**config.mk**
```make
export PLATFORM = sky130hd
export DESIGN_NAME = sync_serial_channel
export DESIGN_NICKNAME = d
export VERILOG_FILES = /design/src/design/ssc_pkg.sv /design/src/design/sync_serial_channel.sv
export SDC_FILE = /design/constraint.sdc
export NUM_CORES = 1
export LEC_CHECK = 0
export BUFFER_PORTS_ARGS = -buffer_cell sky130_fd_sc_hd__buf_4
export CAP_MARGIN = 20
export CORE_MARGIN = 2
export CORE_UTILIZATION = 55
export CTS_CLUSTER_SIZE = 14
export DETAILED_ROUTE_END_ITERATION = 8
export GPL_ROUTABILITY_DRIVEN = 0
export HOLD_SLACK_MARGIN = 0.05
export PLACE_DENSITY = 0.71
export SLEW_MARGIN = 40
export SYNTH_ARGS = -nofsm -noshare
export SYNTH_HDL_FRONTEND = slang
export SYNTH_SLANG_ARGS = --single-unit
```
**constraint.sdc**
```tcl
create_clock -name clk_sys_in -period 14.9 [get_ports clk_sys_in]
set_input_delay 0.745 -clock clk_sys_in [delete_from_list [all_inputs] [get_ports clk_sys_in]]
set_output_delay 0.745 -clock clk_sys_in [all_outputs]
set_load 0.05 [all_outputs]
```
**src/design/ssc_pkg.sv**
```systemverilog
// Purpose: Shared constants and types of the synchronous serial channel.
// Assumes: 16-bit register port with byte offsets below.
// Notes: Word offsets are multiples of four.
package ssc_pkg;

  localparam int DATA_W = 16;
  localparam int ADDR_W = 5;
  localparam int CNT_W = 5;
  localparam int ERR_W = 4;

  localparam logic [ADDR_W-1:0] OFF_CTRL = 5'h00;
  localparam logic [ADDR_W-1:0] OFF_BAUD = 5'h04;
  localparam logic [ADDR_W-1:0] OFF_TXDATA = 5'h08;
  localparam logic [ADDR_W-1:0] OFF_RXDATA = 5'h0c;
  localparam logic [ADDR_W-1:0] OFF_STATUS = 5'h10;

  // Status word layout
  localparam int ST_BUSY = 0;
  localparam int ST_TXE = 1;
  localparam int ST_RXF = 2;
  localparam int ST_ERR_LO = 3;

  // Error vector positions
  localparam int ERR_TX = 0;
  localparam int ERR_RX = 1;
  localparam int ERR_PH = 2;
  localparam int ERR_BR = 3;

  localparam int CTRL_W = 11;

  typedef struct packed {
    logic enable;
    logic master;
    logic loopback;
    logic half_duplex;
    logic cpol;
    logic cpha;
    logic lsb_first;
    logic [3:0] len_m1;
  } ctrl_t;

  localparam ctrl_t CTRL_RST = 11'h000;
  localparam logic [DATA_W-1:0] BAUD_RST = 16'h0000;

  typedef struct packed {
    logic sclk;
    logic sclk_oe;
    logic da;
    logic da_oe;
    logic db;
    logic db_oe;
  } link_out_t;

  typedef enum logic {
    ST_IDLE = 1'b0,
    ST_RUN = 1'b1
  } state_t;

endpackage

```
**src/design/sync_serial_channel.sv**
```systemverilog
// Purpose: Master/slave synchronous serial channel, SPI capable.
// Assumes: All pins synchronous to clk_sys_in.
// Notes: Pin da is master-out/slave-in, db is master-in/slave-out.
//
// Summary of operation
// - Master makes the shift clock; slave shifts on the external clock.
// - Character length programmable from 2 to 16 bits.
// - Selectable LSB-first or MSB-first shifting.
// - Clock idle level selectable low or high; partners agree.
// - Clock phase picks shift and latch edges; partners agree.
// - Full-duplex or half-duplex on a shared data line.
// - Baud generator covers 20 Mbit/s to 305.18 bit/s at 40 MHz.
// - Separate transmit, receive and error interrupt requests.
// - Transmit request on buffer empty, receive request on buffer full.
// - Transmit and receive errors flag buffer misuse, raise error request.
// - Phase and baud errors flag bad data or clocking.
// - Loop-back routes transmit data to the receiver internally.
// - Three pins whose use follows master or slave mode.
// - SPI compatible in all four polarity and phase combinations.
//
// Decided for this implementation: the address map and the address-and-strobe port.
`timescale 1ns/1ps

module sync_serial_channel
  import ssc_pkg::*;
(
  input wire logic clk_sys_in,
  input wire logic arst_n_in,
  input wire logic [ADDR_W-1:0] addr_in,
  input wire logic [DATA_W-1:0] wdata_in,
  input wire logic wr_in,
  input wire logic rd_in,
  output logic [DATA_W-1:0] rdata_out,
  input wire logic sclk_in,
  input wire logic da_in,
  input wire logic db_in,
  output link_out_t link_out,
  output logic tx_irq_out,
  output logic rx_irq_out,
  output logic err_irq_out
);

  logic [1:0] rst_sync_q;
  logic rst_n;

  always_ff @(posedge clk_sys_in or negedge arst_n_in) begin
    if (!arst_n_in) begin
      rst_sync_q <= 2'h0;
    end else begin
      rst_sync_q <= {rst_sync_q[0], 1'b1};
    end
  end
  assign rst_n = rst_sync_q[1];

  ctrl_t ctrl_q;
  state_t st_q, st_d;
  logic [DATA_W-1:0] baud_q, brc_q, brc_d, gap_q, gap_d;
  logic [DATA_W-1:0] tx_buf_q, tx_sh_q, rx_sh_q, rx_buf_q, rdata_q;
  logic [DATA_W-1:0] rx_next, rx_sh_d, rdata_d, tx_src;
  logic [CNT_W-1:0] cnt_q, cnt_d;
  logic [ERR_W-1:0] err_q, err_d, err_set, err_clr;
  logic tx_full_q, rx_full_q, dout_q, sclk_q, sclk_prev_q, din_prev_q;
  logic tx_irq_q, rx_irq_q, err_irq_q;

  // Register decode
  wire wr_ctrl = wr_in && (addr_in == OFF_CTRL);
  wire wr_baud = wr_in && (addr_in == OFF_BAUD);
  wire wr_tx = wr_in && (addr_in == OFF_TXDATA);
  wire wr_stat = wr_in && (addr_in == OFF_STATUS);
  wire rd_rx = rd_in && (addr_in == OFF_RXDATA);

  wire busy = (st_q == ST_RUN);
  wire master_on = ctrl_q.enable && ctrl_q.master;
  wire slave_on = ctrl_q.enable && !ctrl_q.master;

  wire [4:0] len_w = (ctrl_q.len_m1 == 4'h0) ? 5'h02
                   : {1'b0, ctrl_q.len_m1} + 5'h01;
  wire [5:0] two_len = {len_w, 1'b0};
  wire [CNT_W-1:0] last_cnt = CNT_W'(two_len - 6'h01);

  function automatic logic [3:0] bpos(input logic lsb,
                                      input logic [3:0] len4,
                                      input logic [3:0] idx);
    logic [3:0] r;
    r = lsb ? idx : 4'(len4 - 4'h1 - idx);
    return r;
  endfunction

  // Reload 0 gives f/2, reload 16'hffff gives f/131072
  // Master edge every reload plus one cycles
  wire m_edge = master_on && busy && (brc_q == 16'h0000);
  wire s_edge = slave_on && (sclk_in != sclk_prev_q);
  wire edge_w = ctrl_q.master ? m_edge : s_edge;

  wire m_start = master_on && !busy && tx_full_q;
  wire s_start = s_edge && !busy;
  wire start = m_start || s_start;

  wire [3:0] bidx = bpos(ctrl_q.lsb_first, len_w[3:0], cnt_q[4:1]);

  // Latch edge from phase, either polarity
  wire latch = edge_w && (cnt_q[0] == ctrl_q.cpha);
  wire done = edge_w && (cnt_q == last_cnt);

  // Receive line choice for full or half duplex
  wire din_pin = (ctrl_q.master ^ ctrl_q.half_duplex) ? db_in : da_in;
  wire din = ctrl_q.loopback ? dout_q : din_pin;

  always_comb begin
    rx_next = rx_sh_q;
    if (latch) begin
      rx_next[bidx] = din;
    end
  end

  assign rx_sh_d = done ? 16'h0000 : rx_next;
  assign tx_src = busy ? tx_sh_q : tx_buf_q;

  assign cnt_d = done ? 5'h00 : (edge_w ? cnt_q + 5'h01 : cnt_q);
  assign st_d = done ? ST_IDLE : (start ? ST_RUN : st_q);

  wire [3:0] nidx = bpos(ctrl_q.lsb_first, len_w[3:0], cnt_d[4:1]);
  wire [DATA_W-1:0] nsrc = (done || (!busy && !start)) ? tx_buf_q
                         : (start ? tx_buf_q : tx_sh_q);
  // While busy, data moves on shift edges only, held over latch edges; idle, it follows tx_buf_q
  wire shift_upd = !busy || (edge_w && !latch);
  wire dout_d = shift_upd ? nsrc[nidx] : dout_q;

  assign brc_d = (start || m_edge) ? baud_q
               : (busy ? brc_q - 16'h0001 : brc_q);
  assign gap_d = (start || edge_w) ? 16'h0000
               : ((gap_q == 16'hffff) ? gap_q : gap_q + 16'h0001);

  // Overrun and slave start without fresh data
  assign err_set[ERR_RX] = done && rx_full_q && !rd_rx;
  assign err_set[ERR_TX] = s_start && !tx_full_q;
  // Data moving at latch edge, or clock faster than reload
  assign err_set[ERR_PH] = slave_on && latch && !ctrl_q.loopback
                         && (din != din_prev_q);
  assign err_set[ERR_BR] = s_edge && busy && (gap_q < baud_q);
  assign err_clr = wr_stat ? wdata_in[ST_ERR_LO +: ERR_W] : 4'h0;
  // Sticky flags, set wins over clear
  assign err_d = (err_q & ~err_clr) | err_set;

  wire [DATA_W-1:0] status_w = {9'h000, err_q, rx_full_q,
                                !tx_full_q, busy};
  wire [DATA_W-1:0] ctrl_rd = {5'h00, ctrl_q};

  always_comb begin
    rdata_d = 16'h0000;
    if (rd_in) begin
      unique case (addr_in)
        OFF_CTRL: rdata_d = ctrl_rd;
        OFF_BAUD: rdata_d = baud_q;
        OFF_TXDATA: rdata_d = tx_buf_q;
        OFF_RXDATA: rdata_d = rx_buf_q;
        OFF_STATUS: rdata_d = status_w;
        default: rdata_d = 16'h0000;
      endcase
    end
  end

  always_ff @(posedge clk_sys_in or negedge rst_n) begin
    if (!rst_n) begin
      ctrl_q <= CTRL_RST;
      baud_q <= BAUD_RST;
      tx_buf_q <= 16'h0000;
    end else begin
      if (wr_ctrl) begin
        ctrl_q <= ctrl_t'(wdata_in[CTRL_W-1:0]);
      end
      if (wr_baud) begin
        baud_q <= wdata_in;
      end
      if (wr_tx) begin
        tx_buf_q <= wdata_in;
      end
    end
  end

  always_ff @(posedge clk_sys_in or negedge rst_n) begin
    if (!rst_n) begin
      st_q <= ST_IDLE;
      cnt_q <= 5'h00;
      brc_q <= 16'h0000;
      gap_q <= 16'h0000;
      tx_sh_q <= 16'h0000;
      rx_sh_q <= 16'h0000;
    end else begin
      st_q <= st_d;
      cnt_q <= cnt_d;
      brc_q <= brc_d;
      gap_q <= gap_d;
      rx_sh_q <= rx_sh_d;
      if (start) begin
        tx_sh_q <= tx_buf_q;
      end
    end
  end

  // Clock idles at polarity, toggles per edge
  always_ff @(posedge clk_sys_in or negedge rst_n) begin
    if (!rst_n) begin
      sclk_q <= 1'b0;
      dout_q <= 1'b0;
      sclk_prev_q <= 1'b0;
      din_prev_q <= 1'b0;
    end else begin
      sclk_q <= ctrl_q.cpol ^ cnt_d[0];
      dout_q <= dout_d;
      sclk_prev_q <= sclk_in;
      din_prev_q <= din;
    end
  end

  // Buffer flags; set wins over clear
  always_ff @(posedge clk_sys_in or negedge rst_n) begin
    if (!rst_n) begin
      tx_full_q <= 1'b0;
      rx_full_q <= 1'b0;
      rx_buf_q <= 16'h0000;
      err_q <= 4'h0;
    end else begin
      tx_full_q <= wr_tx || (tx_full_q && !start);
      rx_full_q <= done || (rx_full_q && !rd_rx);
      if (done) begin
        rx_buf_q <= rx_next;
      end
      err_q <= err_d;
    end
  end

  always_ff @(posedge clk_sys_in or negedge rst_n) begin
    if (!rst_n) begin
      tx_irq_q <= 1'b0;
      rx_irq_q <= 1'b0;
      err_irq_q <= 1'b0;
      rdata_q <= 16'h0000;
    end else begin
      tx_irq_q <= start;
      rx_irq_q <= done;
      err_irq_q <= |err_set;
      rdata_q <= rdata_d;
    end
  end

  assign tx_irq_out = tx_irq_q;
  assign rx_irq_out = rx_irq_q;
  assign err_irq_out = err_irq_q;
  assign rdata_out = rdata_q;

  // Pin roles follow mode; half duplex drives open-drain style
  wire drv_ok = !ctrl_q.half_duplex || !dout_q;
  assign link_out.sclk = sclk_q;
  assign link_out.sclk_oe = master_on;
  assign link_out.da = dout_q;
  assign link_out.da_oe = master_on && drv_ok;
  assign link_out.db = dout_q;
  assign link_out.db_oe = slave_on && drv_ok;

  // Shift clock toggles seen since the last start, for the length check
  logic [5:0] tgl_seen_q;
  logic sclk_seen_q;

  always_ff @(posedge clk_sys_in or negedge rst_n) begin
    if (!rst_n) begin
      tgl_seen_q <= 6'h00;
      sclk_seen_q <= 1'b0;
    end else begin
      sclk_seen_q <= link_out.sclk;
      if (start) begin
        tgl_seen_q <= 6'h00;
      end else if (link_out.sclk != sclk_seen_q) begin
        tgl_seen_q <= tgl_seen_q + 6'h01;
      end
    end
  end
endmodule
```
After elaboration in Yosys (flattened, before gate mapping)
Index checks and enable logic that the tools add are counted.
Word-level totals
  input bits: 28
  register bits after elaboration: 160
  output and inout bits: 25
  logic and storage cells: 135
Operators by class
  multiplexer cells: 26
  add/sub/neg operators: 8
  bitwise operators: 5
  reductions and logical operators: 53
  eq/ne operators: 10
  order comparisons: 4
Operators with widths (number)
  2-to-1 mux 16 bit: 9
  one-hot mux 16 bit (5 select lines): 1
  logical AND 1 bit: 30
  adder 16 x 1 -> 16 bit, second input constant: 1
  bitwise mux 16 bit: 1
  == test 16 bit, second input constant: 1
  zero test 16 bit: 1
  less-than comparator 16 bit: 1
  2-to-1 mux 4 bit: 4
  subtractor 16 x 1 -> 16 bit, second input constant: 1
  == test 5 x 4 -> 1 bit, second input constant: 2
  less-than comparator 4 x 5 -> 1 bit, second input constant: 2
  2-to-1 mux 5 bit: 2
  zero test 1 bit: 9
  logical OR 1 bit: 8
  subtractor 4 bit: 2
  2-to-1 mux 1 bit: 7
  adder 5 x 1 -> 5 bit, second input constant: 1
  == test 5 x 3 -> 1 bit, second input constant: 1
  == test 5 bit: 1
  == test 5 bit, second input constant: 1
  zero test 5 bit: 1
  subtractor 5 x 1 -> 5 bit, second input constant: 1
  adder 4 x 1 -> 4 bit, second input constant: 1
  other kinds (14): 17

Logic depth before layout (Yosys ltp)
  depth after elaboration: 12
  gate-level depth with buffers: 21
  depth with buffers taken out: 20

Worst setup path before layout
No wires, ideal clock.
  path kind: register to register
  start: register ctrl_q[0] in the netlist's numbering
  end: register dout_q
  path slack: 10862 ps
  stages on the path, launching flop included: 22
  arrival time: 3951 ps
  setup time: 87 ps
  required time: 14813 ps
  period minus slack after synthesis: 4038 ps
  cell sequence: dfrtp_1 > clkbuf_1 > inv_1 > ha_1 > nand2b_1 > nor2b_1 > mux2i_1 > xnor2_1 > ha_1 > nand4_1 > nor2_1 > o21ai_0 > a21oi_1 > inv_1 > fa_1 > nor2_1 > a31oi_1 > nand2_1 > mux4_2 > mux2i_1 > mux2_2 > o211ai_1
Between the ends
  word-level cells in the longest chain between the ends: 10
  elaborated cells on any way between the ends: 14
  classes of those cells: add/sub (4); eq/ne (1); mux (6); reduce/logical (3)
Ends and longest elaborated chain
  start: declaration: line sync_serial_channel.sv:55  | ctrl_t ctrl_q;
  start signal: assignment: line sync_serial_channel.sv:170  | ctrl_q <= ctrl_t'(wdata_in[CTRL_W-1:0]);
  adder 4 x 1 -> 4 bit / zero test 4 bit (equally long branches): line sync_serial_channel.sv:77, sync_serial_channel.sv:76
  2-to-1 mux 4 bit *: line sync_serial_channel.sv:76  | wire [4:0] len_w = (ctrl_q.len_m1 == 4'h0) ? 5'h02
  subtractor 5 x 1 -> 5 bit *: line sync_serial_channel.sv:79  | wire [CNT_W-1:0] last_cnt = CNT_W'(two_len - 6'h01);
  == test 5 bit *: line sync_serial_channel.sv:103  | wire done = edge_w && (cnt_q == last_cnt);
  logical AND 1 bit *: line sync_serial_channel.sv:103
  2-to-1 mux 5 bit *: line sync_serial_channel.sv:119  | assign cnt_d = done ? 5'h00 : (edge_w ? cnt_q + 5'h01 : cnt_q);
  via cnt_d[2]: line sync_serial_channel.sv:60  | logic [CNT_W-1:0] cnt_q, cnt_d;
  subtractor 4 bit: line sync_serial_channel.sv:85  | r = lsb ? idx : 4'(len4 - 4'h1 - idx);
  2-to-1 mux 4 bit *: line sync_serial_channel.sv:85
  binary-select mux 1 bit (select 4 bit) *: line sync_serial_channel.sv:127  | wire dout_d = shift_upd ? nsrc[nidx] : dout_q;
  2-to-1 mux 1 bit (implied by the code) *: line sync_serial_channel.sv:127
  end signal: assignment: line sync_serial_channel.sv:210  | dout_q <= dout_d;
  end: declaration: line sync_serial_channel.sv:62  | logic tx_full_q, rx_full_q, dout_q, sclk_q, sclk_prev_q, din_prev_q;
Mark *: on every way through the listed nets, which the timed path passes. The rest lies on a longest branch. The select of a mux whose other input is x is not followed.
A chain may end at the register's enable or synchronous reset.

Worst setup path after layout
Ends and elaborated chain as after synthesis.

==> qor.csv <==
stage,metric,value,unit
pwr,sw frac,35.4,%
logic_synthesis,net count after synthesis,872,
logic_synthesis,yosys warns,0,
clocking,setup bufs post-CTS,0,
status,outcome,completed,
logic_synthesis,synthesized area per cell,10.1,sq um
sta,final worst setup slack,10.27,ns
layout,Final nets,911,
detailed_routing,Detail Route Antenna Nets,0,
sta,crit share post-route,31.1,%
sta,worst slew pin tran,0.855,ns
layout,fillers,1118,
pwr,LEAKAGE,4.47,nW
sta,fin. max-slew vios,0,
layout,area delta synth->final,13.4,%
clocking,Num CTS Buffers,17,
logic_synthesis,post-synth top area share,48.4,%
pwr,Max IR drop VDD,0.0926,mV
sta,final-report hold violation count,0,
clocking,Clock Pin Slew Worst Setup and Hold Paths,0.06,ns
sta,"Setup violations, final",0,
critical_path,WP buf/inv,2,
layout,Finished Layout Cells,1050,
sta,unrepaired setup endpoints after global routing,false,
layout,Finished Cell Area,9380,sq um
critical_path,crit-path cells,inv_1 -> ha_1 -> nand2b_1 -> nor2b_1 -> mux2i_1 -> xnor2_1 -> ha_1 -> nand4_1 -> nor2_1 -> o21ai_0 -> a21oi_1 -> inv_1 -> fa_1 -> nor2_1 -> a31oi_1 -> nand2_1 -> mux4_1 -> mux2i_1 -> mux2_2 -> o211ai_1,
die,cell row count,44,
critical_path,worst-path fanout max,9,
layout,layout cells sized above 1,18.6,%
layout,ANT cells,0,
place,area post-placement,8780,sq um
logic_synthesis,flop and latch count out of synthesis,160,
critical_path,CP max stage delay,0.54,ns
critical_path,crit path DAT,4.97,ns
global_routing,largest net degree at the start of global routing,90,
clocking,H-tree depth,4,
global_routing,M3 GR Usage,4.47,%
global_routing,vias in the first global route,6168,
clocking,CTS tree,built,
die,die footprint,16000,sq um
run,max-cap check violation count,0,
global_routing,Overall Global Routing Usage,26.5,%
pwr,Net Sw Power,0.554,mW
critical_path,reg2reg path depth,20,
die,core footprint,14600,sq um
clocking,Num Clock Sinks,160,
critical_path,Crit path required time,15.24,ns
logic_synthesis,post-synthesis cell count,815,
critical_path,Slowest cell on crit path,fa_1,
layout,Util after Layout,64.3,%
global_routing,total global routing overflow,0,
detailed_routing,DRC Markers,0,
clocking,clock latency on the worst-skew pair,0.43,ns
pwr,clock power share,28.3,%
sta,minimum clock period,4.63,ns
clocking,CTS Hold Bufs,0,
logic_synthesis,Synth area leader,dfrtp_1,
logic_synthesis,sequential element share of the synthesized area,48.4,%
logic_synthesis,Synth Cell Area,8270,sq um
place,I/O Buffers,52,
logic_synthesis,Yosys cell types,60,
critical_path,CP top delay family,adder cells,
global_routing,met1 GRT Util,38.9,%
place,DP Cell Count,1019,
global_routing,met2 Usage GRT,40.0,%
logic_synthesis,Area contributors post-synth,"dfrtp_1, mux2_2, nand2_1",
sta,Min Hold Slack,0.0852,ns
detailed_routing,DR vias/cell,6.08,
global_routing,first-pass GRT wire length,32800,um
critical_path,Critical Path Source Type,flop,
sta,setup TNS,0,ns
pwr,combinational share of power,31.3,%
logic_synthesis,dominant cell by count in the synthesized netlist,dfrtp_1,
sta,Setup Skew,0.00900,ns
logic_synthesis,Synth top cells by count,"dfrtp_1, nand2_1, nor2_1, mux2_2, o21ai_0",
logic_synthesis,"Async S/R FF share, synth",100,%
detailed_routing,final wirelength,20300,um
die,die height,127,um
sta,Rel. slew slack,42.9,%
pwr,Sequential Power Share,40.4,%
logic_synthesis,Most used DFF post-synth,dfrtp_1,
global_routing,initial antenna violation count,0,
detailed_routing,DR pass1 iterations,7,
die,Die Wd,127,um
critical_path,Crit Path Class,flop to flop,
critical_path,r2r setup slk,10.27,ns
pwr,total power,1.56,mW
detailed_routing,DRT iter0 DRCs,828,
pwr,Internal Power,1.01,mW
detailed_routing,via count,6384,
critical_path,Worst setup EP type,flop,
global_routing,GR peak layer,met2,
clocking,clk buf depth,2,
clocking,post_cts resized,0,
sta,Max Clock Freq,216,MHz
critical_path,r2r endpoint,dout_q,
logic_synthesis,number of synthesized flops with an enable pin,0,
place,HPWL Detailed,14800,um
clocking,CTS Root Cell,clkbuf_16,
die,Initial Utilization,56.7,%
pwr,Pwr Density,167,nW/um^2
min_path,Hold Path Class,input port to async pin,
critical_path,R2R Path Start,ctrl_q[0],
place,pre-CTS setup slack,10.36,ns
detailed_routing,post-DR wirelength/cell,19.4,um
die,boundary pin count,53,
## worst register-to-register path, stage by stage, from the launching register on
cell and delay (ns):
dfrtp_1 0.52, inv_1 0.11, ha_1 0.23, nand2b_1 0.10, nor2b_1 0.14, mux2i_1 0.09, xnor2_1 0.17, ha_1 0.35
nand4_1 0.15, nor2_1 0.38, o21ai_0 0.13, a21oi_1 0.21, inv_1 0.11, fa_1 0.54, nor2_1 0.05, a31oi_1 0.21
nand2_1 0.25, mux4_1 0.30, mux2i_1 0.07, mux2_2 0.28, o211ai_1 0.16
## sequential cells by signal (all words and copies together) (netlist names), 2 cells and up
register / flops
baud_q: 16
brc_q: 16
cnt_q: 5
ctrl_q: 11
err_q: 4
gap_q: 16
rdata_out: 16
rst_sync_q: 2
rx_buf_q: 16
rx_sh_q: 16
tx_buf_q: 16
tx_sh_q: 16
## area by class of cell
type | count | area (sq um) | area share, %
Sequential cell | 160 | 4010 | 42.7
Clock inverter | 13 | 164 | 1.75
Timing Repair Buffer | 57 | 438 | 4.67
Multi-Input combinational cell | 584 | 3980 | 42.4
Clock buffer | 18 | 439 | 4.68
Inverter | 34 | 128 | 1.36
Tap cell | 184 | 230 | 2.45
## worst max path at each step
| stage | to | cells after the start | start |
|---|---|---|---|
| global placement | dout_q | 20 | ctrl_q[0] |
| floorplan | baud_q[0] | 0 | rst_sync_q[1] |
| global route | dout_q | 20 | ctrl_q[0] |
| detailed placement | dout_q | 20 | ctrl_q[0] |
| finish | dout_q | 20 | ctrl_q[0] |
| CTS | dout_q | 20 | ctrl_q[0] |
## cells by family after synthesis
| kind of cell | share of synthesized area, % |
|---|---|
| simple gates | 15.9 |
| flops | 48.4 |
| compound gates | 11.7 |
| mux | 12.8 |
| buf+inv | 3.54 |
| fa+ha+maj | 4.57 |
| xor+xnor | 2.96 |
| other cells | 0.0453 |
## cells in the final DEF, fill, tap and decap left out, types with 3 or more instances in the layout
master / n
dfrtp_1: 159
nand2_1: 112
nor2_1: 68
buf_4: 55
o21ai_0: 54
mux2_2: 54
a21oi_1: 36
inv_1: 32
mux2i_1: 29
ha_1: 27
a22oi_1: 18
nand3_1: 17
nor3_1: 17
clkbuf_16: 17
xor2_1: 16
xnor2_1: 12
and3_1: 10
a21o_1: 10
nand2b_1: 9
and2_1: 8
or3_1: 7
a222oi_1: 7
nor2b_1: 6
mux4_2: 6
a31oi_1: 6
nand4_1: 5
clkinvlp_4: 5
o211ai_1: 4
o21a_1: 4
nor3b_1: 3
o2111ai_1: 3
bufinv_16: 3
## metal layers
metal  routed length (um)  share of wire, %
met2                 9190                45
met5                    0                 0
met3                 1550               7.6
met1                 9060                45
met4                  518               2.5
## power groups by stage
stage               Sequential, mW  Clock [mW]  Combinational (mW)
finish                       0.632       0.442               0.489
global route                 0.645       0.467               0.545
CTS                          0.630       0.450               0.486
detailed placement           0.636           0               0.481
global placement             0.632           0               0.465
floorplan                    0.608           0               0.382
(Power assumes the default switching activity.)
